[config.mk]
export PLATFORM = sky130hd
export DESIGN_NAME = cprc_ratio_ctrl
export DESIGN_NICKNAME = d
export VERILOG_FILES = /design/src/rtl/cprc_pkg.sv /design/src/rtl/cprc_ratio_ctrl.sv
export SDC_FILE = /design/constraint.sdc
export NUM_CORES = 1
export LEC_CHECK = 0
export BUFFER_PORTS_ARGS = -buffer_cell sky130_fd_sc_hd__buf_2
export CAP_MARGIN = 25
export CORE_MARGIN = 4
export CORE_UTILIZATION = 54
export DETAILED_ROUTE_END_ITERATION = 8
export GPL_ROUTABILITY_DRIVEN = 0
export PLACE_DENSITY = 0.85
export SLEW_MARGIN = 10
export SYNTH_ARGS = -nofsm -noshare
export SYNTH_HDL_FRONTEND = slang
export SYNTH_SLANG_ARGS = --single-unit
export TNS_END_PERCENT = 5
[constraint.sdc]
create_clock -name aclk -period 3.36 [get_ports aclk]
set_input_delay 0.84 -clock aclk [delete_from_list [all_inputs] [get_ports aclk]]
set_output_delay 0.84 -clock aclk [all_outputs]
set_load 0.01 [all_outputs]
[src/rtl/cprc_pkg.sv]
// package: constants and types of the charge pump ratio controller
// How it works
// RULE1: two ratios only, bypass and doubling
// RULE2: automatic selection starts bypass, may double
// RULE3: manual selection applies written ratio only
// RULE4: low headroom on any enabled source
// RULE5: double after debounce, 32 ms or 200 us
// RULE6: software enables sources before pump start
// RULE7: automatic selection never steps down
// RULE8: selection re-arms only when all sources off
// RULE9: re-enabled sources re-evaluate from bypass
// RULE10: pattern cycle end switches sources off
// RULE11: soft start at power-on and ratio change
// RULE12: unused pump keeps both enables zero
// RULE13: headroom recovery restarts debounce timer
// RULE14: manual select bit: 0 auto, 1 manual
// RULE15: ratio bit written manually, reads ratio used
// RULE16: auto enable stops pump when sources off
// RULE17: force enable keeps pump running afterwards
package cprc_pkg;
  // ----------------------------------------
  // register map (indices, byte address is index times four)
  // ----------------------------------------
  localparam logic [7:0] REG_CTRL_IDX = 8'h00;
  localparam logic [7:0] REG_PUMP_IDX = 8'h23;
  localparam logic [7:0] REG_SRC_IDX = 8'h24;
  localparam logic [7:0] REG_STAT_IDX = 8'h25;
  // ----------------------------------------
  // field positions
  // ----------------------------------------
  localparam int CTRL_FORCE_BIT = 2;
  localparam int PUMP_AUTO_BIT = 6;
  localparam int PUMP_DELAY_BIT = 5;
  localparam int PUMP_MANUAL_BIT = 4;
  localparam int PUMP_RATIO_BIT = 2;
  localparam int PUMP_CLK_BIT = 0;
  localparam int NUM_SRC = 4;
  // ----------------------------------------
  // reset values
  // ----------------------------------------
  localparam logic [31:0] CTRL_RESET = 32'h0000_0000;
  localparam logic [31:0] PUMP_RESET = 32'h0000_0000;
  localparam logic [31:0] SRC_RESET = 32'h0000_0000;
  localparam logic [1:0] RESP_OKAY = 2'h0;
  localparam logic [1:0] RESP_SLVERR = 2'h2;
  // ----------------------------------------
  // timing
  // ----------------------------------------
  localparam int CLK_MHZ = 125;
  localparam int DEB_LONG_MS = 32;
  localparam int DEB_SHORT_US = 200;
  localparam int SOFT_START_US = 100;
  localparam int SOFT_START_MA = 400;
  localparam int DEB_LONG_CYC = DEB_LONG_MS * 1000 * CLK_MHZ;
  localparam int DEB_SHORT_CYC = DEB_SHORT_US * CLK_MHZ;
  localparam int SOFT_START_CYC = SOFT_START_US * CLK_MHZ;
  localparam int CNT_W = 22;
  // ----------------------------------------
  // types
  // ----------------------------------------
  typedef enum logic [2:0] {
    ST_OFF = 3'b001,
    ST_BYPASS = 3'b010,
    ST_DOUBLE = 3'b100
  } cprc_state_type;
  typedef struct packed {
    logic run;
    logic double_ratio;
    logic soft_start;
    logic clk_half;
  } cprc_pump_type;
endpackage

[src/rtl/cprc_ratio_ctrl.sv]
// module: charge pump ratio controller with axi4-lite registers
//
// Decided for this implementation: the address map and register access over AXI4-Lite.
module cprc_ratio_ctrl #(
  parameter int ADDR_W = 10,
  parameter int DEB_LONG = cprc_pkg::DEB_LONG_CYC,
  parameter int DEB_SHORT = cprc_pkg::DEB_SHORT_CYC,
  parameter int SOFT_START = cprc_pkg::SOFT_START_CYC
) (
  // clock and reset
  input wire logic aclk,
  input wire logic aresetn,
  // axi4-lite write address
  input wire logic [ADDR_W-1:0] s_axi_awaddr,
  input wire logic s_axi_awvalid,
  output logic s_axi_awready,
  // axi4-lite write data
  input wire logic [31:0] s_axi_wdata,
  input wire logic [3:0] s_axi_wstrb,
  input wire logic s_axi_wvalid,
  output logic s_axi_wready,
  // axi4-lite write response
  output logic [1:0] s_axi_bresp,
  output logic s_axi_bvalid,
  input wire logic s_axi_bready,
  // axi4-lite read address
  input wire logic [ADDR_W-1:0] s_axi_araddr,
  input wire logic s_axi_arvalid,
  output logic s_axi_arready,
  // axi4-lite read data
  output logic [31:0] s_axi_rdata,
  output logic [1:0] s_axi_rresp,
  output logic s_axi_rvalid,
  input wire logic s_axi_rready,
  // analogue side
  input wire logic [cprc_pkg::NUM_SRC-1:0] low_headroom,
  input wire logic pattern_cycle_end,
  output logic [cprc_pkg::NUM_SRC-1:0] led_source_x,
  output cprc_pkg::cprc_pump_type pump_out
);
  import cprc_pkg::*;

  // ----------------------------------------
  // state
  // ----------------------------------------
  typedef struct packed {
    logic aw_have;
    logic [7:0] aw_idx;
    logic w_have;
    logic [31:0] w_data;
    logic w_lane0;
    logic bvalid;
    logic [1:0] bresp;
    logic rvalid;
    logic [31:0] rdata;
    logic [1:0] rresp;
    logic force_en;
    logic auto_en;
    logic delay_sel;
    logic manual_sel;
    logic manual_ratio;
    logic clk_sel;
    logic [NUM_SRC-1:0] src_en;
    cprc_state_type state;
    logic [CNT_W-1:0] deb_cnt;
    logic [CNT_W-1:0] ss_cnt;
    logic [NUM_SRC-1:0] src_q;
    logic [NUM_SRC-1:0] low_q;
  } cprc_regs_type;

  cprc_regs_type r_q;
  cprc_regs_type r_d;

  // ----------------------------------------
  // helpers
  // ----------------------------------------
  logic [NUM_SRC-1:0] src_on;
  logic any_on;
  logic any_low;
  logic pump_wanted;
  logic ratio_now;
  logic [CNT_W-1:0] deb_limit;
  logic do_write;
  logic [7:0] ar_idx;

  // sources gated off at each pattern cycle end
  assign src_on = r_q.src_en & {NUM_SRC{~pattern_cycle_end}}; // [RULE10]
  assign any_on = |src_on;
  // only enabled sources count toward low headroom
  assign any_low = |(low_headroom & src_on); // [RULE4] [RULE6]
  assign pump_wanted = r_q.force_en | r_q.auto_en;
  assign ratio_now = (r_q.state == ST_DOUBLE); // [RULE1]
  // debounce length from the delay select bit
  assign deb_limit = r_q.delay_sel ? CNT_W'(DEB_SHORT - 1) : CNT_W'(DEB_LONG - 1); // [RULE5]
  assign ar_idx = 8'(s_axi_araddr >> 2);

  // ----------------------------------------
  // bus handshakes
  // ----------------------------------------
  assign s_axi_awready = ~r_q.aw_have & ~r_q.bvalid;
  assign s_axi_wready = ~r_q.w_have & ~r_q.bvalid;
  assign s_axi_arready = ~r_q.rvalid;
  assign s_axi_bvalid = r_q.bvalid;
  assign s_axi_bresp = r_q.bresp;
  assign s_axi_rvalid = r_q.rvalid;
  assign s_axi_rdata = r_q.rdata;
  assign s_axi_rresp = r_q.rresp;
  assign do_write = r_q.aw_have & r_q.w_have & ~r_q.bvalid;

  // ----------------------------------------
  // analogue outputs
  // ----------------------------------------
  assign led_source_x = r_q.src_q;
  assign pump_out.run = (r_q.state != ST_OFF);
  assign pump_out.double_ratio = ratio_now;
  assign pump_out.soft_start = (r_q.ss_cnt != '0); // [RULE11]
  assign pump_out.clk_half = r_q.clk_sel;

  // ----------------------------------------
  // next state
  // ----------------------------------------
  always_comb begin
    r_d = r_q;
    r_d.src_q = src_on;
    r_d.low_q = low_headroom & src_on;
    // write address and data taken in either order
    if (s_axi_awvalid && s_axi_awready) begin
      r_d.aw_have = 1'b1;
      r_d.aw_idx = 8'(s_axi_awaddr >> 2);
    end
    if (s_axi_wvalid && s_axi_wready) begin
      r_d.w_have = 1'b1;
      r_d.w_data = s_axi_wdata;
      r_d.w_lane0 = s_axi_wstrb[0];
    end
    // register write once both halves are held
    if (do_write) begin
      r_d.aw_have = 1'b0;
      r_d.w_have = 1'b0;
      r_d.bvalid = 1'b1;
      r_d.bresp = RESP_OKAY;
      unique case (r_q.aw_idx)
        REG_CTRL_IDX: begin
          if (r_q.w_lane0) begin
            r_d.force_en = r_q.w_data[CTRL_FORCE_BIT];
          end
        end
        REG_PUMP_IDX: begin
          if (r_q.w_lane0) begin
            r_d.auto_en = r_q.w_data[PUMP_AUTO_BIT];
            r_d.delay_sel = r_q.w_data[PUMP_DELAY_BIT];
            r_d.manual_sel = r_q.w_data[PUMP_MANUAL_BIT]; // [RULE14]
            r_d.manual_ratio = r_q.w_data[PUMP_RATIO_BIT]; // [RULE15]
            r_d.clk_sel = r_q.w_data[PUMP_CLK_BIT];
          end
        end
        REG_SRC_IDX: begin
          if (r_q.w_lane0) begin
            r_d.src_en = r_q.w_data[NUM_SRC-1:0];
          end
        end
        REG_STAT_IDX: r_d.bresp = RESP_OKAY;
        default: r_d.bresp = RESP_SLVERR;
      endcase
    end
    if (r_q.bvalid && s_axi_bready) begin
      r_d.bvalid = 1'b0;
    end
    // read answer one cycle after the address is taken
    if (r_q.rvalid && s_axi_rready) begin
      r_d.rvalid = 1'b0;
    end
    if (s_axi_arvalid && s_axi_arready) begin
      r_d.rvalid = 1'b1;
      r_d.rdata = 32'h0000_0000;
      r_d.rresp = RESP_OKAY;
      unique case (ar_idx)
        REG_CTRL_IDX: r_d.rdata[CTRL_FORCE_BIT] = r_q.force_en;
        REG_PUMP_IDX: begin
          r_d.rdata[PUMP_AUTO_BIT] = r_q.auto_en;
          r_d.rdata[PUMP_DELAY_BIT] = r_q.delay_sel;
          r_d.rdata[PUMP_MANUAL_BIT] = r_q.manual_sel;
          r_d.rdata[PUMP_RATIO_BIT] = ratio_now; // [RULE15]
          r_d.rdata[PUMP_CLK_BIT] = r_q.clk_sel;
        end
        REG_SRC_IDX: r_d.rdata[NUM_SRC-1:0] = r_q.src_en;
        REG_STAT_IDX: begin
          r_d.rdata[NUM_SRC-1:0] = r_q.low_q;
          r_d.rdata[NUM_SRC+2:NUM_SRC] = r_q.state;
          r_d.rdata[NUM_SRC+3] = (r_q.ss_cnt != '0);
        end
        default: r_d.rresp = RESP_SLVERR;
      endcase
    end
    // soft start timer runs down
    if (r_q.ss_cnt != '0) begin
      r_d.ss_cnt = r_q.ss_cnt - CNT_W'(1);
    end
    // pump ratio state machine
    unique case (r_q.state)
      ST_OFF: begin
        r_d.deb_cnt = '0;
        // start needs an enable bit, a source and low headroom
        if (pump_wanted && any_on && any_low) begin // [RULE16] [RULE17] [RULE12]
          r_d.ss_cnt = CNT_W'(SOFT_START); // [RULE11]
          if (r_q.manual_sel && r_q.manual_ratio) begin // [RULE3]
            r_d.state = ST_DOUBLE;
          end else begin
            r_d.state = ST_BYPASS; // [RULE2]
          end
        end
      end
      ST_BYPASS: begin
        if (!pump_wanted || (!r_q.force_en && !any_on)) begin // [RULE16] [RULE17]
          r_d.state = ST_OFF;
        end else if (r_q.manual_sel) begin
          r_d.deb_cnt = '0;
          if (r_q.manual_ratio) begin // [RULE3]
            r_d.state = ST_DOUBLE;
            r_d.ss_cnt = CNT_W'(SOFT_START); // [RULE11]
          end
        end else if (!any_low) begin
          r_d.deb_cnt = '0; // [RULE13]
        end else if (r_q.deb_cnt >= deb_limit) begin
          r_d.deb_cnt = '0;
          r_d.state = ST_DOUBLE; // [RULE5]
          r_d.ss_cnt = CNT_W'(SOFT_START); // [RULE11]
        end else begin
          r_d.deb_cnt = r_q.deb_cnt + CNT_W'(1);
        end
      end
      ST_DOUBLE: begin
        r_d.deb_cnt = '0;
        if (!pump_wanted || (!r_q.force_en && !any_on)) begin // [RULE16]
          r_d.state = ST_OFF;
        end else if (!any_on && !r_q.manual_sel) begin
          // all sources off re-arms selection at bypass
          r_d.state = ST_BYPASS; // [RULE8] [RULE9]
          r_d.ss_cnt = CNT_W'(SOFT_START); // [RULE11]
        end else if (r_q.manual_sel && !r_q.manual_ratio) begin
          r_d.state = ST_BYPASS; // [RULE3]
          r_d.ss_cnt = CNT_W'(SOFT_START); // [RULE11]
        end
        // otherwise automatic mode holds doubling [RULE7]
      end
      default: r_d.state = ST_OFF;
    endcase
  end

  // ----------------------------------------
  // state register
  // ----------------------------------------
  always_ff @(posedge aclk) begin
    if (!aresetn) begin
      r_q <= '0;
      r_q.force_en <= CTRL_RESET[CTRL_FORCE_BIT];
      r_q.auto_en <= PUMP_RESET[PUMP_AUTO_BIT];
      r_q.delay_sel <= PUMP_RESET[PUMP_DELAY_BIT];
      r_q.manual_sel <= PUMP_RESET[PUMP_MANUAL_BIT];
      r_q.manual_ratio <= PUMP_RESET[PUMP_RATIO_BIT];
      r_q.clk_sel <= PUMP_RESET[PUMP_CLK_BIT];
      r_q.src_en <= SRC_RESET[NUM_SRC-1:0];
      r_q.state <= ST_OFF;
    end else begin
      r_q <= r_d;
    end
  end
endmodule

==> results.md <==
GRT:
- The initial antenna violation count is 0.
- The first global-routing pass estimated 17.7 mm of wire.
- The number of global-route vias before repair is 4108.
- Global routing used 18.9% of the available tracks across all layers.
- The maximum number of pins on one net before global-route repair is 31.
- The total grt overflow is 0.

Critical path:
- The required time of the worst setup path is 2520 ps.
- The critical path is of the flop to output pin type.
- The arrival time of data at the critical path endpoint is 2280 ps.
- The worst setup path is launched from a flop.
- The maximum fanout encountered on the critical timing path is 7.
- STA classifies the critical path endpoint as an output pin.

Synth:
- Sequential cells were found to cover 38.1% of the synthesized design area.
- The synthesized design contains 0 enable-type register cells.
- Counting flops with an async set or reset pin after synthesis yields a share of 0%.
- In this run, distinct cell masters in the synthesized netlist total 62.
- In this run the cell area of the synthesized design comes to 5000 µm².
- The cell count after synthesis came out at 601.
- The Yosys step of the flow raised 0 warnings.
- Synthesis inferred 95 register bits.
- The most frequently used flop master after synthesis is sky130_fd_sc_hd__dfxtp_1.
- After synthesis, the mean cell area works out to 8.31 µm².

Timing:
- Across all setup checks in the final design, the least slack found is 238 ps.
- The final worst clock skew is 10.6 ps.
- The number of endpoints with negative hold slack in the final report was 0.
- The final critical path time including I/O delays and setup is 3120 ps.
- The worst pin sits at a relative slew slack of 41.3%.
- The worst hold-check slack is 462 ps.
- The highest achievable clock rate is 320 MHz.
- For the pin with the worst max-slew slack, the measured transition is 878 ps.
- The number of max-slew violations in the final report is 0.
- Setup violations remaining at the end of the flow were counted as 0.
- The post-route setup TNS is 0 ps.
- Setup repair after global routing left no endpoint under its margin.
- The share of the cycle needed by the critical path after routing is 92.9%.

Clock tree:
- The tree is rooted in a sky130_fd_sc_hd__clkbuf_8.
- In this run, CTS created clock tree buffers numbering 9.
- For this design, the sink count on the clock tree is 95.
- The H-tree depth is 3.
- The buffers inserted during post-CTS setup optimization is 0.
- The quantity of hold-fixing buffers added after cts is 0.
- TritonCTS built the clock tree.
- The clock network latency to the later pin of the worst-skew pair is 350 ps.
- In this run, post-CTS repair resized a total of 0 instances.
- The deepest clock path buffer count is 2.
- The register clock-pin slew on the reported worst setup and hold paths is 90 ps.

Power:
- In this run the power density over the cells is 505 nW/µm².
- IR analysis of the VDD net gives a maximum drop of 0.385 mV.
- The leakage power is 2.27 nW.

Placement:
- Before CTS, the worst setup slack after placement is 462 ps.
- The count of port buffers added during placement is 58.
- The final HPWL from detailed placement is 7.77 mm.

Die:
- The initial core utilization is 56.5%.
- Measured along the y axis, the die boundary spans 104 µm.
- Pin placement for this block handled 117 I/O pins.
- The die covers 10900 µm².
- Measured along the x axis, the die boundary spans 104 µm.
- The area of the core region is 8850 µm².
- In this run the core area contains 34 standard-cell rows.

Cells and area:
- Leaving out fill and tap cells, the most frequent cell in the layout is sky130_fd_sc_hd__dfxtp_1.
- Compared with the post-synthesis result, the final layout area differs by 7.04%.
- The post-route netlist has 14.9% of its cells at a drive strength greater than 1.
- In the layout the commonest cells are sky130_fd_sc_hd__dfxtp_1 (95), sky130_fd_sc_hd__nand2_1 (66), sky130_fd_sc_hd__buf_2 (58).
- The number of diodes is 0.
- For this run, the post-layout net count is 722.

Min path:
- The path class of the tightest hold or removal check is flop to flop.

Routing:
- The total number of vias is 4362.
- After detailed routing, the number of remaining DRC violations is 0.
- The detailed-route wire length is 10.5 mm.
- The per-cell routed wire length is 14.0 µm.
- The detailed router finished its first iteration with 217 violations.
- The count of antenna-violating nets left after detailed routing is 0.
- The ratio of routed vias to standard cells is 5.79.
- The pre-antenna-repair detailed-routing pass consisted of 5 iterations.

Run status:
- The run finished with clean final reports.

Flow run:
- The max-capacitance violation count is 0.
==> report_power, final <==
part,switching (mW),internal [mW]
Clock,0.403,0.368
Sequential,0.0818,1.21
Combinational,0.370,0.267
==> routing by layer <==
metal | vias up | wire length [µm] | GRT usage [%]
li1 | 2163 | - | -
met2 | 125 | 5140 | 33.1
met4 | 0 | 114 | 5.32
met3 | 16 | 572 | 4.84
met1 | 2058 | 4690 | 22.9
met5 | - | 0 | 0
==> cell type report <==
type,count,area (µm²)
well taps,108,135
clock buffers,10,138
clock inverters,6,67.6
multi-input cells,456,2730
flip-flops and latches,95,1900
repair buffers,61,313
inverters,17,63.8
fillers,756,3500
==> sequential cells by signal, indices dropped and copies added, names as in the netlist <==
register	flops
s_axi_bvalid	1
s_axi_rdata	8
pump_out	1
r_q	78
s_axi_bresp	1
s_axi_rresp	1
s_axi_rvalid	1
led_source_x	4
==> synthesized netlist by cell type (all sizes together) (4+ instances only) <==
master,number,area share [%]
inv,17,1.3
and3,11,1.4
buf,49,7.2
nor2,54,4.1
xor2,7,1.2
nor4,12,1.8
clkbuf,9,0.68
and2,11,1.4
xnor2,14,2.5
ha,14,3.5
nand2b,7,0.88
a211oi,9,1.5
nand3,19,1.9
nor3b,7,1.3
o21ai,33,3.3
nor3,23,2.3
a31oi,10,1.3
mux2i,11,2.2
or4,4,0.60
a21oi,38,3.8
mux2,6,1.4
a32oi,5,0.88
a21o,11,1.7
dfxtp,95,38
nand2,66,5.0
nand4,11,1.4
==> critical path, stage by stage, from the launching register on <==
cell                       delay (ps)
sky130_fd_sc_hd__dfxtp_1          360
sky130_fd_sc_hd__inv_1             90
sky130_fd_sc_hd__ha_1             190
sky130_fd_sc_hd__nor3b_1          500
sky130_fd_sc_hd__nand4b_1         200
sky130_fd_sc_hd__or2_2            410
sky130_fd_sc_hd__buf_2            180
==> worst paths after layout <==
path,endpoint,start,cells past startpoint,slack (ps)
worst max-delay path,pump_out[1],r_q[8],6,240
worst max register to register,r_q[46],r_q[62],8,420
worst min-delay path,r_q[105],r_q[105],2,460
worst min register to register,r_q[105],r_q[105],2,460
==> stage by stage <==
step,cell area [µm²],power (mW),cells,utilization [%]
floorplan,5090,1.81,626,-
global placement,5140,1.90,737,58.1
detailed placement,5140,1.94,737,58.1
CTS,5350,2.71,753,60.4
global route,5350,2.85,753,60.4
finish,5350,2.70,753,60.4
==> cells by family (layout without fill, tap and decap cells) <==
group | Yosys count | count (layout) | synth area share (%)
fa+ha+maj | 14 | 14 | 3.51
simple gates | 247 | 247 | 25.6
compound gates | 131 | 131 | 16.4
other cells | 1 | 26 | 0.0750
flops | 95 | 95 | 38.1
xor+xnor | 21 | 21 | 3.68
mux | 17 | 17 | 3.56
buf+inv | 75 | 94 | 9.19
Note: power is estimated with default switching activity, not from simulation.
